===== src/core/rvr_pkg.sv =====
// package: register map, reset values and code ranges for the regulator register bank
`default_nettype none
package rvr_pkg;
    localparam logic [7:0] RVR_OFS_CONV_A   = 8'h06;
    localparam logic [7:0] RVR_OFS_CONV_B   = 8'h07;
    localparam logic [7:0] RVR_OFS_LIN_A_CT = 8'h08;
    localparam logic [7:0] RVR_OFS_LIN_B_CT = 8'h09;
    localparam logic [7:0] RVR_OFS_LIN_A_LV = 8'h0A;
    localparam logic [7:0] RVR_OFS_LIN_B_LV = 8'h0B;

    localparam logic [7:0] RVR_RST_CONV_A   = 8'h6B;
    localparam logic [7:0] RVR_RST_CONV_B   = 8'h59;
    localparam logic [7:0] RVR_RST_LIN_CT   = 8'h07;
    localparam logic [7:0] RVR_RST_LIN_LV   = 8'h19;

    localparam int RVR_BIT_ON        = 0;
    localparam int RVR_BIT_PIN_GATE  = 1;
    localparam int RVR_BIT_DISCHARGE = 2;

    // converter and linear regulator code bands, millivolts
    localparam logic [7:0]  RVR_CONV_BAND1_LO = 8'h14;
    localparam logic [7:0]  RVR_CONV_BAND2_LO = 8'h18;
    localparam logic [7:0]  RVR_CONV_BAND3_LO = 8'h9E;
    localparam logic [11:0] RVR_CONV_BAND1_MV = 12'h2BC;
    localparam logic [11:0] RVR_CONV_BAND2_MV = 12'h2DF;
    localparam logic [11:0] RVR_CONV_BAND3_MV = 12'h58C;
    localparam logic [11:0] RVR_CONV_STEP1_MV = 12'h00A;
    localparam logic [11:0] RVR_CONV_STEP2_MV = 12'h005;
    localparam logic [11:0] RVR_CONV_STEP3_MV = 12'h014;
    localparam logic [4:0]  RVR_LIN_CODE_MAX  = 5'h19;
    localparam logic [11:0] RVR_LIN_BASE_MV   = 12'h320;
    localparam logic [11:0] RVR_LIN_STEP_MV   = 12'h064;
endpackage : rvr_pkg
`default_nettype wire


===== src/core/rvr_lin_if.sv =====
// interface: one linear regulator's control fields between bank and its decoder
`timescale 1ns/10ps
`default_nettype none
interface rvr_lin_if;
    logic [4:0]  level;
    logic [2:0]  ctrl;
    logic        pin_en;
    logic        run;
    logic        discharge;
    logic        level_bad;
    logic [11:0] mv;
    modport bank (output level, output ctrl, output pin_en, input run, input discharge, input level_bad, input mv);
    modport dec  (input level, input ctrl, input pin_en, output run, output discharge, output level_bad, output mv);
endinterface : rvr_lin_if
`default_nettype wire


===== src/core/rvr_bank.sv =====
// module: regulator voltage and enable register bank, top level
// Contract
// converter codes 0x14-0x17 give 0.70-0.73 V
// converter codes 0x18-0x9D in 5 mV steps
// converter codes 0x9E-0xFF in 20 mV steps
// converter codes below 0x14 are reserved
// converter codes reset 0x6B and 0x59
// linear code 0.8 V plus 100 mV
// linear level resets 0x19, upper bits zero
// on bit enables linear regulator, resets one
// gating clear means enable bit only
// gating set means enable bit and pin
// discharge only while regulator is disabled
// control bits 7:3 reserved, stored, reset zero
// write reaches analog controls next clock
`timescale 1ns/10ps
`default_nettype none
module rvr_bank
    import rvr_pkg::*;
(
    input  wire logic        i_clk,
    input  wire logic        i_rst,
    input  wire logic        i_wr,
    input  wire logic [7:0]  i_addr,
    input  wire logic [7:0]  i_wdata,
    output logic      [7:0]  o_rdata,
    output logic             o_hit,
    input  wire logic        i_en_pin,
    output logic      [7:0]  o_converter_a_level,
    output logic      [7:0]  o_converter_b_level,
    output logic      [11:0] o_converter_a_mv,
    output logic      [11:0] o_converter_b_mv,
    output logic             o_converter_a_bad,
    output logic             o_converter_b_bad,
    output logic      [4:0]  o_linreg_a_level,
    output logic      [4:0]  o_linreg_b_level,
    output logic      [11:0] o_linreg_a_mv,
    output logic      [11:0] o_linreg_b_mv,
    output logic             o_linreg_a_bad,
    output logic             o_linreg_b_bad,
    output logic             o_linreg_a_run,
    output logic             o_linreg_b_run,
    output logic             o_linreg_a_discharge,
    output logic             o_linreg_b_discharge
);
    typedef struct packed {
        logic [7:0] conv_a;
        logic [7:0] conv_b;
        logic [7:0] lin_a_ct;
        logic [7:0] lin_b_ct;
        logic [7:0] lin_a_lv;
        logic [7:0] lin_b_lv;
        logic [1:0] pin_sync;
    } rvr_state_t;

    rvr_state_t s_q;
    rvr_state_t s_d;

    // pin is asynchronous to the logic clock
    always_comb begin
        s_d          = s_q;
        s_d.pin_sync = {s_q.pin_sync[0], i_en_pin};
        if (i_wr) begin
            unique case (i_addr)
                RVR_OFS_CONV_A:   s_d.conv_a   = i_wdata;
                RVR_OFS_CONV_B:   s_d.conv_b   = i_wdata;
                RVR_OFS_LIN_A_CT: s_d.lin_a_ct = i_wdata;
                RVR_OFS_LIN_B_CT: s_d.lin_b_ct = i_wdata;
                RVR_OFS_LIN_A_LV: s_d.lin_a_lv = i_wdata;
                RVR_OFS_LIN_B_LV: s_d.lin_b_lv = i_wdata;
                default: ;
            endcase
        end
    end

    always_ff @(posedge i_clk or posedge i_rst) begin
        if (i_rst) begin
            s_q.conv_a   <= RVR_RST_CONV_A;
            s_q.conv_b   <= RVR_RST_CONV_B;
            s_q.lin_a_ct <= RVR_RST_LIN_CT;
            s_q.lin_b_ct <= RVR_RST_LIN_CT;
            s_q.lin_a_lv <= RVR_RST_LIN_LV;
            s_q.lin_b_lv <= RVR_RST_LIN_LV;
            s_q.pin_sync <= 2'h0;
        end else begin
            s_q <= s_d;
        end
    end

    always_comb begin
        o_hit   = 1'b1;
        o_rdata = 8'h00;
        unique case (i_addr)
            RVR_OFS_CONV_A:   o_rdata = s_q.conv_a;
            RVR_OFS_CONV_B:   o_rdata = s_q.conv_b;
            RVR_OFS_LIN_A_CT: o_rdata = s_q.lin_a_ct;
            RVR_OFS_LIN_B_CT: o_rdata = s_q.lin_b_ct;
            RVR_OFS_LIN_A_LV: o_rdata = s_q.lin_a_lv;
            RVR_OFS_LIN_B_LV: o_rdata = s_q.lin_b_lv;
            default:          o_hit   = 1'b0;
        endcase
    end

    assign o_converter_a_level = s_q.conv_a;
    assign o_converter_b_level = s_q.conv_b;
    assign o_linreg_a_level    = s_q.lin_a_lv[4:0];
    assign o_linreg_b_level    = s_q.lin_b_lv[4:0];

    rvr_conv_dec u_conv_a (
        .i_code (s_q.conv_a),
        .o_mv   (o_converter_a_mv),
        .o_bad  (o_converter_a_bad)
    );
    rvr_conv_dec u_conv_b (
        .i_code (s_q.conv_b),
        .o_mv   (o_converter_b_mv),
        .o_bad  (o_converter_b_bad)
    );

    rvr_lin_if lin_a ();
    rvr_lin_if lin_b ();
    assign lin_a.level  = s_q.lin_a_lv[4:0];
    assign lin_a.ctrl   = s_q.lin_a_ct[2:0];
    assign lin_a.pin_en = s_q.pin_sync[1];
    assign lin_b.level  = s_q.lin_b_lv[4:0];
    assign lin_b.ctrl   = s_q.lin_b_ct[2:0];
    assign lin_b.pin_en = s_q.pin_sync[1];

    rvr_lin_dec u_lin_a (.lin (lin_a));
    rvr_lin_dec u_lin_b (.lin (lin_b));

    assign o_linreg_a_run       = lin_a.run;
    assign o_linreg_b_run       = lin_b.run;
    assign o_linreg_a_discharge = lin_a.discharge;
    assign o_linreg_b_discharge = lin_b.discharge;
    assign o_linreg_a_bad       = lin_a.level_bad;
    assign o_linreg_b_bad       = lin_b.level_bad;
    assign o_linreg_a_mv        = lin_a.mv;
    assign o_linreg_b_mv        = lin_b.mv;
endmodule : rvr_bank
`default_nettype wire


===== src/core/rvr_conv_dec.sv =====
// module: piecewise decode of a converter voltage code into millivolts
`timescale 1ns/10ps
`default_nettype none
module rvr_conv_dec
    import rvr_pkg::*;
(
    input  wire logic [7:0]  i_code,
    output logic      [11:0] o_mv,
    output logic             o_bad
);
    logic [11:0] off;
    always_comb begin
        o_bad = 1'b0;
        off   = 12'h000;
        o_mv  = 12'h000;
        if (i_code < RVR_CONV_BAND1_LO) begin
            o_bad = 1'b1;
        end else if (i_code < RVR_CONV_BAND2_LO) begin
            off  = 12'(i_code - RVR_CONV_BAND1_LO);
            o_mv = RVR_CONV_BAND1_MV + 12'(off * RVR_CONV_STEP1_MV);
        end else if (i_code < RVR_CONV_BAND3_LO) begin
            off  = 12'(i_code - RVR_CONV_BAND2_LO);
            o_mv = RVR_CONV_BAND2_MV + 12'(off * RVR_CONV_STEP2_MV);
        end else begin
            off  = 12'(i_code - RVR_CONV_BAND3_LO);
            o_mv = RVR_CONV_BAND3_MV + 12'(off * RVR_CONV_STEP3_MV);
        end
    end
endmodule : rvr_conv_dec
`default_nettype wire


===== src/core/rvr_lin_dec.sv =====
// module: linear regulator on/off, discharge and level decode
`timescale 1ns/10ps
`default_nettype none
module rvr_lin_dec
    import rvr_pkg::*;
(
    rvr_lin_if.dec lin
);
    logic [11:0] step_mv;
    always_comb begin
        // pin only matters when gating is selected
        lin.run       = lin.ctrl[RVR_BIT_ON] & (~lin.ctrl[RVR_BIT_PIN_GATE] | lin.pin_en);
        lin.discharge = lin.ctrl[RVR_BIT_DISCHARGE] & ~lin.run;
        lin.level_bad = lin.level > RVR_LIN_CODE_MAX;
        step_mv       = 12'(lin.level) * RVR_LIN_STEP_MV;
        lin.mv        = RVR_LIN_BASE_MV + step_mv;
    end
endmodule : rvr_lin_dec
`default_nettype wire


===== config.mk =====
export PLATFORM = sky130hd
export DESIGN_NAME = rvr_bank
export DESIGN_NICKNAME = d
export VERILOG_FILES = /design/src/core/rvr_pkg.sv /design/src/core/rvr_lin_if.sv /design/src/core/rvr_bank.sv /design/src/core/rvr_conv_dec.sv /design/src/core/rvr_lin_dec.sv
export SDC_FILE = /design/constraint.sdc
export NUM_CORES = 1
export LEC_CHECK = 0
export BUFFER_PORTS_ARGS = -buffer_cell sky130_fd_sc_hd__buf_2
export CAP_MARGIN = 20
export CELL_PAD_IN_SITES_DETAIL_PLACEMENT = 1
export CELL_PAD_IN_SITES_GLOBAL_PLACEMENT = 1
export CORE_ASPECT_RATIO = 1.2
export CORE_MARGIN = 5
export CORE_UTILIZATION = 35
export DETAILED_ROUTE_END_ITERATION = 8
export HOLD_SLACK_MARGIN = 0.02
export PLACE_DENSITY_LB_ADDON = 0.1
export SKIP_CTS_REPAIR_TIMING = 1
export SYNTH_ARGS = -nofsm -noshare
export SYNTH_HDL_FRONTEND = slang
export SYNTH_SLANG_ARGS = --single-unit

===== constraint.sdc =====
create_clock -name i_clk -period 3.9 [get_ports i_clk]
set_input_delay 0.78 -clock i_clk [delete_from_list [all_inputs] [get_ports i_clk]]
set_output_delay 0.78 -clock i_clk [all_outputs]
set_load 0.03 [all_outputs]

## Word level (Yosys, flattened, before mapping)

Index checks and enable logic that the tools add are counted.

- Reductions and logical operators: 7
- $add $sub $neg: 14
- Shifts and indexed selects: 0
- Eq/ne operators: 6
- Bitwise operators: 10
- Multiplexer cells: 10
- Multipliers: 8
- Magnitude comparators: 8
- Div/mod/pow operators: 0

Operators with widths:

| cell | number |
|---|---|
| adder 10 x 12 -> 12 bit (first input constant) | 6 |
| two-way mux 12 bit | 6 |
| one-hot mux 8 bit (6 select lines) | 1 |
| subtractor 8 x 5 -> 9 bit (second input constant) | 4 |
| == test 8 x 4 -> 1 bit (second input constant) | 4 |
| less-than comparator 8 x 5 -> 1 bit (second input constant) | 4 |
| adder 11 x 12 -> 12 bit (first input constant) | 2 |
| multiplier 12 x 3 -> 10 bit (second input constant) | 2 |
| multiplier 12 x 3 -> 11 bit (second input constant) | 2 |
| multiplier 12 x 3 -> 12 bit (second input constant) | 2 |
| multiplier 5 x 5 -> 10 bit (second input constant) | 2 |
| subtractor 8 x 8 -> 9 bit (second input constant) | 2 |
| == test 8 x 3 -> 1 bit (second input constant) | 2 |
| less-than comparator 8 bit (second input constant) | 2 |
| AND reduction 2 bit | 6 |
| greater-than comparator 5 bit (second input constant) | 2 |
| OR reduction 6 bit | 1 |
| bitwise AND 1 bit | 4 |
| NOT 1 bit | 4 |
| two-way mux 1 bit | 3 |
| bitwise OR 1 bit | 2 |

- Register bits: 50
- Memories: 0
- Memory bits (read-only): 0
- Input port bits: 20
- RAM bits: 0
- Latch bits: 0
- Word-level logic and storage cells: 70
- Output and inout port bits: 91

## Logic depth before layout (Yosys ltp)

Gate-level depths: netlist of run 1.

- Word-level depth: 6
- Mapped depth: 16
- Gate-level depth less buffers: 16

## Modules after synthesis

A second synthesis of run 1 with hierarchy kept.

- Cells, all modules: 911
- Area total of the unflattened synthesis: 8261.7 um2

Modules (own cells, without submodules):

| module | cells each | sequential area each (um2) | instances | area an instance (um2) |
|---|---|---|---|---|
| rvr_bank | 177 | 1277.5 | 1 | 2527.4 |
| rvr_conv_dec (u_conv_a) | 301 | 0.0 | 1 | 2284.7 |
| rvr_conv_dec (u_conv_b) | 297 | 0.0 | 1 | 2267.2 |
| rvr_lin_dec (u_lin_a) | 68 | 0.0 | 1 | 593.1 |
| rvr_lin_dec (u_lin_b) | 68 | 0.0 | 1 | 589.3 |

## Worst setup path after synthesis of run 1

No wires, ideal clock.

- Path type: reg2out
- Start point: register s_q, in the netlist o_converter_a_level[6]
- End point: output o_converter_a_mv[10]
- Arrival time: 3.766 ns
- Path buffers: 1
- Required time: 3.120 ns
- Path slack: -0.646 ns
- Cell stages (with the launch flop): 14
- Cells stage by stage: dfstp_2 > buf_2 > or3_1 > or2_2 > and2_1 > fa_1 > inv_1 > ha_1 > a2111oi_0 > o21ai_0 > a41oi_1 > xnor2_1 > nand2_1 > a21oi_1

- Cells in the longest elaborated chain, start to end: 6
- Elaborated cells on any way between the ends: 15
- Classes of those cells: add/sub: 6; mul: 3; order compare: 3; mux: 3

RTL lines:

| element | RTL line | RTL |
|---|---|---|
| start: declaration | rvr_bank.sv:56 | `rvr_state_t s_q;` |
| subtractor 8 x 8 -> 9 bit / subtractor 8 x 5 -> 9 bit (equally long branches) | rvr_conv_dec.sv:25, rvr_conv_dec.sv:22 |  |
| multiplier 12 x 3 -> 10 bit / multiplier 12 x 3 -> 12 bit (equally long branches) | rvr_conv_dec.sv:26, rvr_conv_dec.sv:23 |  |
| adder 11 x 12 -> 12 bit / adder 10 x 12 -> 12 bit (equally long branches) | rvr_conv_dec.sv:26, rvr_conv_dec.sv:23 |  |
| two-way mux 12 bit | rvr_conv_dec.sv:21 | `end else if (i_code < RVR_CONV_BAND3_LO) begin` |
| two-way mux 12 bit | rvr_conv_dec.sv:18 | `end else if (i_code < RVR_CONV_BAND2_LO) begin` |
| two-way mux 12 bit * | rvr_conv_dec.sv:16 | `if (i_code < RVR_CONV_BAND1_LO) begin` |
| end: declaration | rvr_bank.sv:31 | `output logic [11:0] o_converter_a_mv,` |

Mark *: on every way between the ends. The rest lies on a longest branch, timed or not.

## Worst setup path in the final report of run 1

- Start point: register s_q, in the netlist o_converter_a_level[3]
- End point: output o_converter_a_mv[11]

The elaborated chain is that of the path after synthesis.

==> results of run 1 <==
==> path summary, 6_finish.rpt <==
check	start	to	slack, ns	depth (start not counted)
max in group asynchronous	i_rst	o_converter_a_level[5]	2.52	3
worst max-delay path	o_converter_a_level[3]	o_converter_a_mv[11]	-0.59	15
worst min-delay path	s_d[1]	lin_a.pin_en	0.36	0
min in group asynchronous	i_rst	s_d[1]	0.59	2
worst max register to register	o_converter_b_level[0]	o_converter_b_level[0]	2.79	2
worst min register to register	s_d[1]	lin_a.pin_en	0.36	0
==> cell usage after synthesis (5+ instances only) <==
library cell    n  area (µm²)
a2111oi_0       5       43.79
a21boi_0        6       45.04
a21o_1         15       112.6
a21oi_1        48       240.2
a22oi_1        19       142.6
a31oi_1         8       50.05
and2_1          5       31.28
and3_1          6       37.54
buf_4          36       270.3
clkbuf_1       20       75.07
dfrtp_1        29       725.7
dfstp_2        21       551.8
fa_1           18       360.4
ha_1          140        1752
inv_1          79       296.5
mux2_2         50       563.0
mux2i_1         9       90.09
nand2_1        60       225.2
nand2b_1       11       68.82
nand3_1         6       30.03
nor2_1         48       180.2
nor2b_1        15       93.84
nor3_1         12       60.06
nor3b_1         5       37.54
o211ai_1        5       37.54
o21a_1         15       112.6
o21ai_0        40       200.2
o21bai_1        8       60.06
o22ai_1         7       43.79
xnor2_1        53       464.2
xor2_1         32       280.3
==> cell type report <==
cell class	count	area (µm²)
Sequential cell	50	1281
Tap cell	279	349.1
Inverter	79	305.3
Clock inverter	1	7.507
Clock buffer	7	132.6
Multi-Input combinational cell	720	7109
Timing Repair Buffer	317	2225
Fill cell	2644	11040
==> flip-flops by register name, indices dropped and copies added (netlist names) <==
register	cells
lin_a.pin_en	1
o_linreg_a_level	5
o_converter_a_level	8
s_d	1
lin_a.ctrl	3
o_converter_b_level	8
o_linreg_b_level	5
lin_b.ctrl	3
s_q	16
==> where the power goes <==
part | internal [W] | switching (W)
clock | 0.000239 | 0.000188
combinational | 0.00142 | 0.00147
sequential | 0.000553 | 0.0000253
total | 0.00221 | 0.00169
==> cells by family after synthesis <==
| logic type | after synthesis | synth area share |
|---|---|---|
| other cells | 1 | 0.0004709 |
| simple gates | 196 | 0.1257 |
| xor+xnor | 87 | 0.09914 |
| mux | 62 | 0.09049 |
| buf+inv | 137 | 0.08185 |
| flops | 50 | 0.1604 |
| fa+ha+maj | 158 | 0.2652 |
| compound gates | 213 | 0.1768 |
==> metal layers <==
| layer | up-vias | track usage |
|---|---|---|
| met5 | - | 0 |
| met4 | 0 | 0.02991 |
| met3 | 17 | 0.01323 |
| met2 | 82 | 0.3761 |
| met1 | 3744 | 0.2259 |
| li1 | 3687 | - |
==> metrics by stage <==
step	power, W	cell area, µm²
2_1_floorplan	0.002241	8468
3_3_place_gp	0.003138	10470
3_5_place_dp	0.003181	10470
4_1_cts	0.003621	10610
5_1_grt	0.004203	11410
6_report	0.003900	11410
==> impl_metrics.tcl, run 1 <==
set metrics [dict create \
    ys_warn_count 0 \
    p_leak_nw 5.657 \
    crit_path_end_kind "output pin" \
    start_kind "flip-flop" \
    cpLargestDelayFamily "compound AO/OA/AOI/OAI gates" \
    violations "negative setup slack" \
    cts_buffers 5 \
    async_reset_ff_frac 1.000 \
    clockBufferDepth 2 \
    synth-edff-count 0 \
    drive_gt1_frac 0.4821 \
    worstSkewPairLatency_ns 0.29 \
    yosysSeqAreaShare 0.1604 \
    ioPinCount 111 \
    tightest_slew_ns 0.7427 \
    initial_core_util 0.3548 \
    worstPathRequired_ns 3.12 \
    wirelength_um 25660 \
    path_class "reg -> out" \
    die_area_um2 25880 \
    dpl.hpwl_um 21190 \
    hold_slack_ns 0.3558 \
    syn_avg_cell_area_um2 8.810 \
    track_usage 0.1903 \
    final-max-slew-violation-count 0 \
    topRoutingLayerUsed "met4" \
    met1Wirelength_um 11030 \
    synthFlopType "dfrtp_1" \
    layout_common_cells "211 x buf_4, 105 x ha_1, 90 x buf_2" \
    cp_num_buf_inv 4 \
    timing.critical_path.slowest_stage_cell "dfstp_2" \
    ys_ff_latch 50 \
    grt_pass1_wl_um 40570 \
    relSlewSlack 0.5030 \
    areaGrowthSynthToFinish_pct 43.27 \
    final_common_cell "buf_4" \
    synth_cell_type_count 65 \
    cts_max_level 2 \
    coreArea_um2 22450 \
    die_height_um 175.2 \
    setup-tns-final_ns -5.045 \
    drc_errors 0 \
    grt_pass1_vias 8071 \
    wl_per_cell_um 17.66 \
    path_clk_slew_ns 0.07 \
    first_pass_iters 4 \
    nets 1351 \
    wl_met3_um 395 \
    path_max_fanout 4 \
    io_buffers 106 \
    fp.dieW_um 147.7 \
    fmax_mhz 222.7 \
    gr-total-overflow 0 \
    cp.arrival_ns 3.71 \
    fin_crit_sh 1.151 \
    finClkSkew_ns 0.0001235 \
    p_per_area_nw_per_um2 341.8 \
    fin_ws_ns -0.5900 \
    first_iter_violations 128 \
    route.vias.total 7530 \
    final-hold-violation-count 0 \
    placed_cells 1429 \
    num_rows 60 \
    tritoncts "yes" \
    synth_cells 904 \
    gp_congestion 0.8507 \
    max_stage_delay_ns 0.58 \
    clk_root_buffer_cell "clkbuf_16" \
    ir_worst_vdd_mv 0.2264 \
    n_antenna_cell 0 \
    stdcell_count 1453 \
    crit_path_frequent_cell "ha_4" \
    final_core_util 0.5083 \
    grt_max_degree 32 \
    antenna_found_initial 0 \
    cp_cell_sequence "buf_12 > inv_6 > ha_4 > inv_2 > ha_4 > ha_4 > fa_2 > a21o_1 > a21o_1 > a2111oi_4 > nor3b_4 > nor4_2 > nor3b_2 > a31oi_4 > buf_6" \
    drv_cap 0 \
    worstHoldPathType "reg -> reg" \
    setup_violations 12 \
    min_period_ns 4.490 \
    status "complete, but fails checks" \
    vias_per_cell 5.182 \
    place_ws_ns -0.3562 \
    ant_nets 0 \
    dr_wl_met2_um 13940 \
    rsz0062_at_grt "true" \
    clock-sinks 50 \
    synth.cell_area_um2 7964 \
]
(Power assumes the default switching activity.)
==> run 2, diff against run 1 <==
CELL_PAD_IN_SITES_DETAIL_PLACEMENT = 0   (was 1)
clock period = 3.8 ns   (was 3.9 ns; I/O delays follow)
==> run 2 against run 1 <==
Compared with the run above:
- the run still ends with negative setup slack left
- critical path depth unchanged
- cell area rose by 5.0%
- die area stayed put
- sequential share of layout area fell by 0.49 points
- total power is 9.0% higher
- final cell count increased by 0.76%
- clock power grew 20%
- largest power group unchanged
==> impl_metrics.tcl, run 2 (synthesis gave the netlist of run 1 again) <==
set metrics [dict create \
    status "complete, but fails checks" \
    violations "negative setup slack" \
    io_buffers 106 \
    relSlewSlack 0.5082 \
    ant_nets 0 \
    cts_buffers 5 \
    setup_violations 12 \
    wl_per_cell_um 16.39 \
    worstHoldStart "s_d[1]" \
    r2r-end "o_converter_a_level[0]" \
    grt_pass1_wl_um 37810 \
    crit_path_end_kind "output pin" \
    min_period_ns 4.385 \
    num_rows 60 \
    areaGrowthSynthToFinish_pct 50.37 \
    first_pass_iters 4 \
    ioPinCount 111 \
    drv_cap 0 \
    final_common_cell "buf_4" \
    vias_per_cell 4.996 \
    cts_max_level 2 \
    initial_core_util 0.3548 \
    route.vias.total 7314 \
    final-max-slew-violation-count 0 \
    ff2ff_setup_slack_ns 2.78 \
    die_height_um 175.2 \
    rsz0062_at_grt "true" \
    n_antenna_cell 0 \
    start_kind "flip-flop" \
    coreArea_um2 22450 \
    wirelength_um 23990 \
    track_usage 0.1771 \
    p_leak_nw 5.784 \
    path_clk_slew_ns 0.07 \
    grt.met1_usage 0.2176 \
    stdcell_count 1464 \
    antenna_found_initial 0 \
    clockBufferDepth 2 \
    path_max_fanout 3 \
    cp.arrival_ns 3.63 \
    p_total_w 0.004251 \
    largest_register_ff_count 16 \
    layout_common_cells "222 x buf_4, 96 x ha_1, 86 x buf_2" \
    nets 1362 \
    largest-register "s_q" \
    hold_end "lin_a.pin_en" \
    ir_worst_vdd_mv 0.1963 \
    gr-total-overflow 0 \
    fmax_mhz 228.0 \
    r2r_start "o_converter_a_level[0]" \
    placed_cells 1432 \
    fp.dieW_um 147.7 \
    drc_errors 0 \
    met3_usage 0.01271 \
    path_class "reg -> out" \
    worstPathRequired_ns 3.04 \
    hold_slack_ns 0.3513 \
    drive_gt1_frac 0.5241 \
    tightest_slew_ns 0.7367 \
    grt_max_degree 36 \
    reg2reg_depth 2 \
    worstSkewPairLatency_ns 0.29 \
    first_iter_violations 209 \
    fin_ws_ns -0.5852 \
    clock-sinks 50 \
    tritoncts "yes" \
    gp_congestion 0.8329 \
    finClkSkew_ns 0.00001887 \
    die_area_um2 25880 \
    grt-busiest-layer "met2" \
    final-hold-violation-count 0 \
    fin_crit_sh 1.154 \
    grt_pass1_vias 7356 \
    grtUsageMet2 0.3426 \
    clk_root_buffer_cell "clkbuf_16" \
    p_per_area_nw_per_um2 355.0 \
    hold_depth 0 \
    place_ws_ns -0.4268 \
    worstHoldPathType "reg -> reg" \
    dpl.hpwl_um 19520 \
]
-- run 2: cell types whose count changed in the layout (fill, tap and decap cells not counted), moves of 5 or more --
cell	change
buf_4	+11
buf_6	+5
ha_1	-9
ha_4	+13
o21ai_0	-7
o21ai_1	+5
xor2_1	-5
-- run 2: power by group --
part | leakage, nW | switching, W | internal, W | total (W)
clock | 0.0760 | 0.000203 | 0.000311 | 0.000513
combinational | 5.10 | 0.00158 | 0.00157 | 0.00315
sequential | 0.607 | 0.0000243 | 0.000567 | 0.000592
total | 5.78 | 0.00181 | 0.00244 | 0.00425
-- run 2: layer usage --
layer | vias to the layer above | wire, µm
li1 | 3733 | -
met3 | 20 | 592
met4 | 0 | 249
met5 | - | 0
met2 | 99 | 12880
met1 | 3462 | 10270
-- run 2: critical path: stages, from the launching register on --
cell and delay, ns:
dfstp_2 0.56, buf_12 0.12, inv_6 0.04, ha_4 0.24, inv_2 0.04, ha_4 0.21
ha_4 0.16, fa_2 0.33, a21o_1 0.18, a21o_1 0.22, a2111oi_4 0.42, nor3b_4 0.10
nor4_2 0.28, nor3b_2 0.10, a31oi_4 0.17, buf_6 0.15
-- run 2: worst max-delay path by stage --
stage	from	cells past startpoint	end	slack [ns]
after global placement	o_converter_b_level[3]	14	o_converter_b_mv[11]	-0.39
final	o_converter_a_level[3]	15	o_converter_a_mv[11]	-0.59
after detailed placement	o_converter_a_level[3]	14	o_converter_a_mv[11]	-0.43
after floorplan	o_converter_a_level[3]	13	o_converter_a_mv[11]	-0.14
after global routing	o_converter_a_level[3]	16	o_converter_a_mv[11]	-0.72
after CTS	o_converter_a_level[3]	14	o_converter_a_mv[11]	-0.75
-- run 2: cell type report --
type                       instances  area (µm²)
clock buffer                       5       125.1
inverter                          79       309.0
sequential                        50        1286
clock inverter                     3       45.04
tap                              279       349.1
multi-input combinational        720        7525
timing repair buffer             328        2336
fill                            2123       10470
-- run 2: through the flow --
step	utilization	cell area, µm²	setup TNS (ns)
floorplan	-	8598	-0.3486
global placement	0.4725	10610	-3.045
detailed placement	0.4725	10610	-3.163
CTS	0.4800	10780	-7.825
global route	0.5335	11980	-7.012
finish	0.5335	11980	-5.279
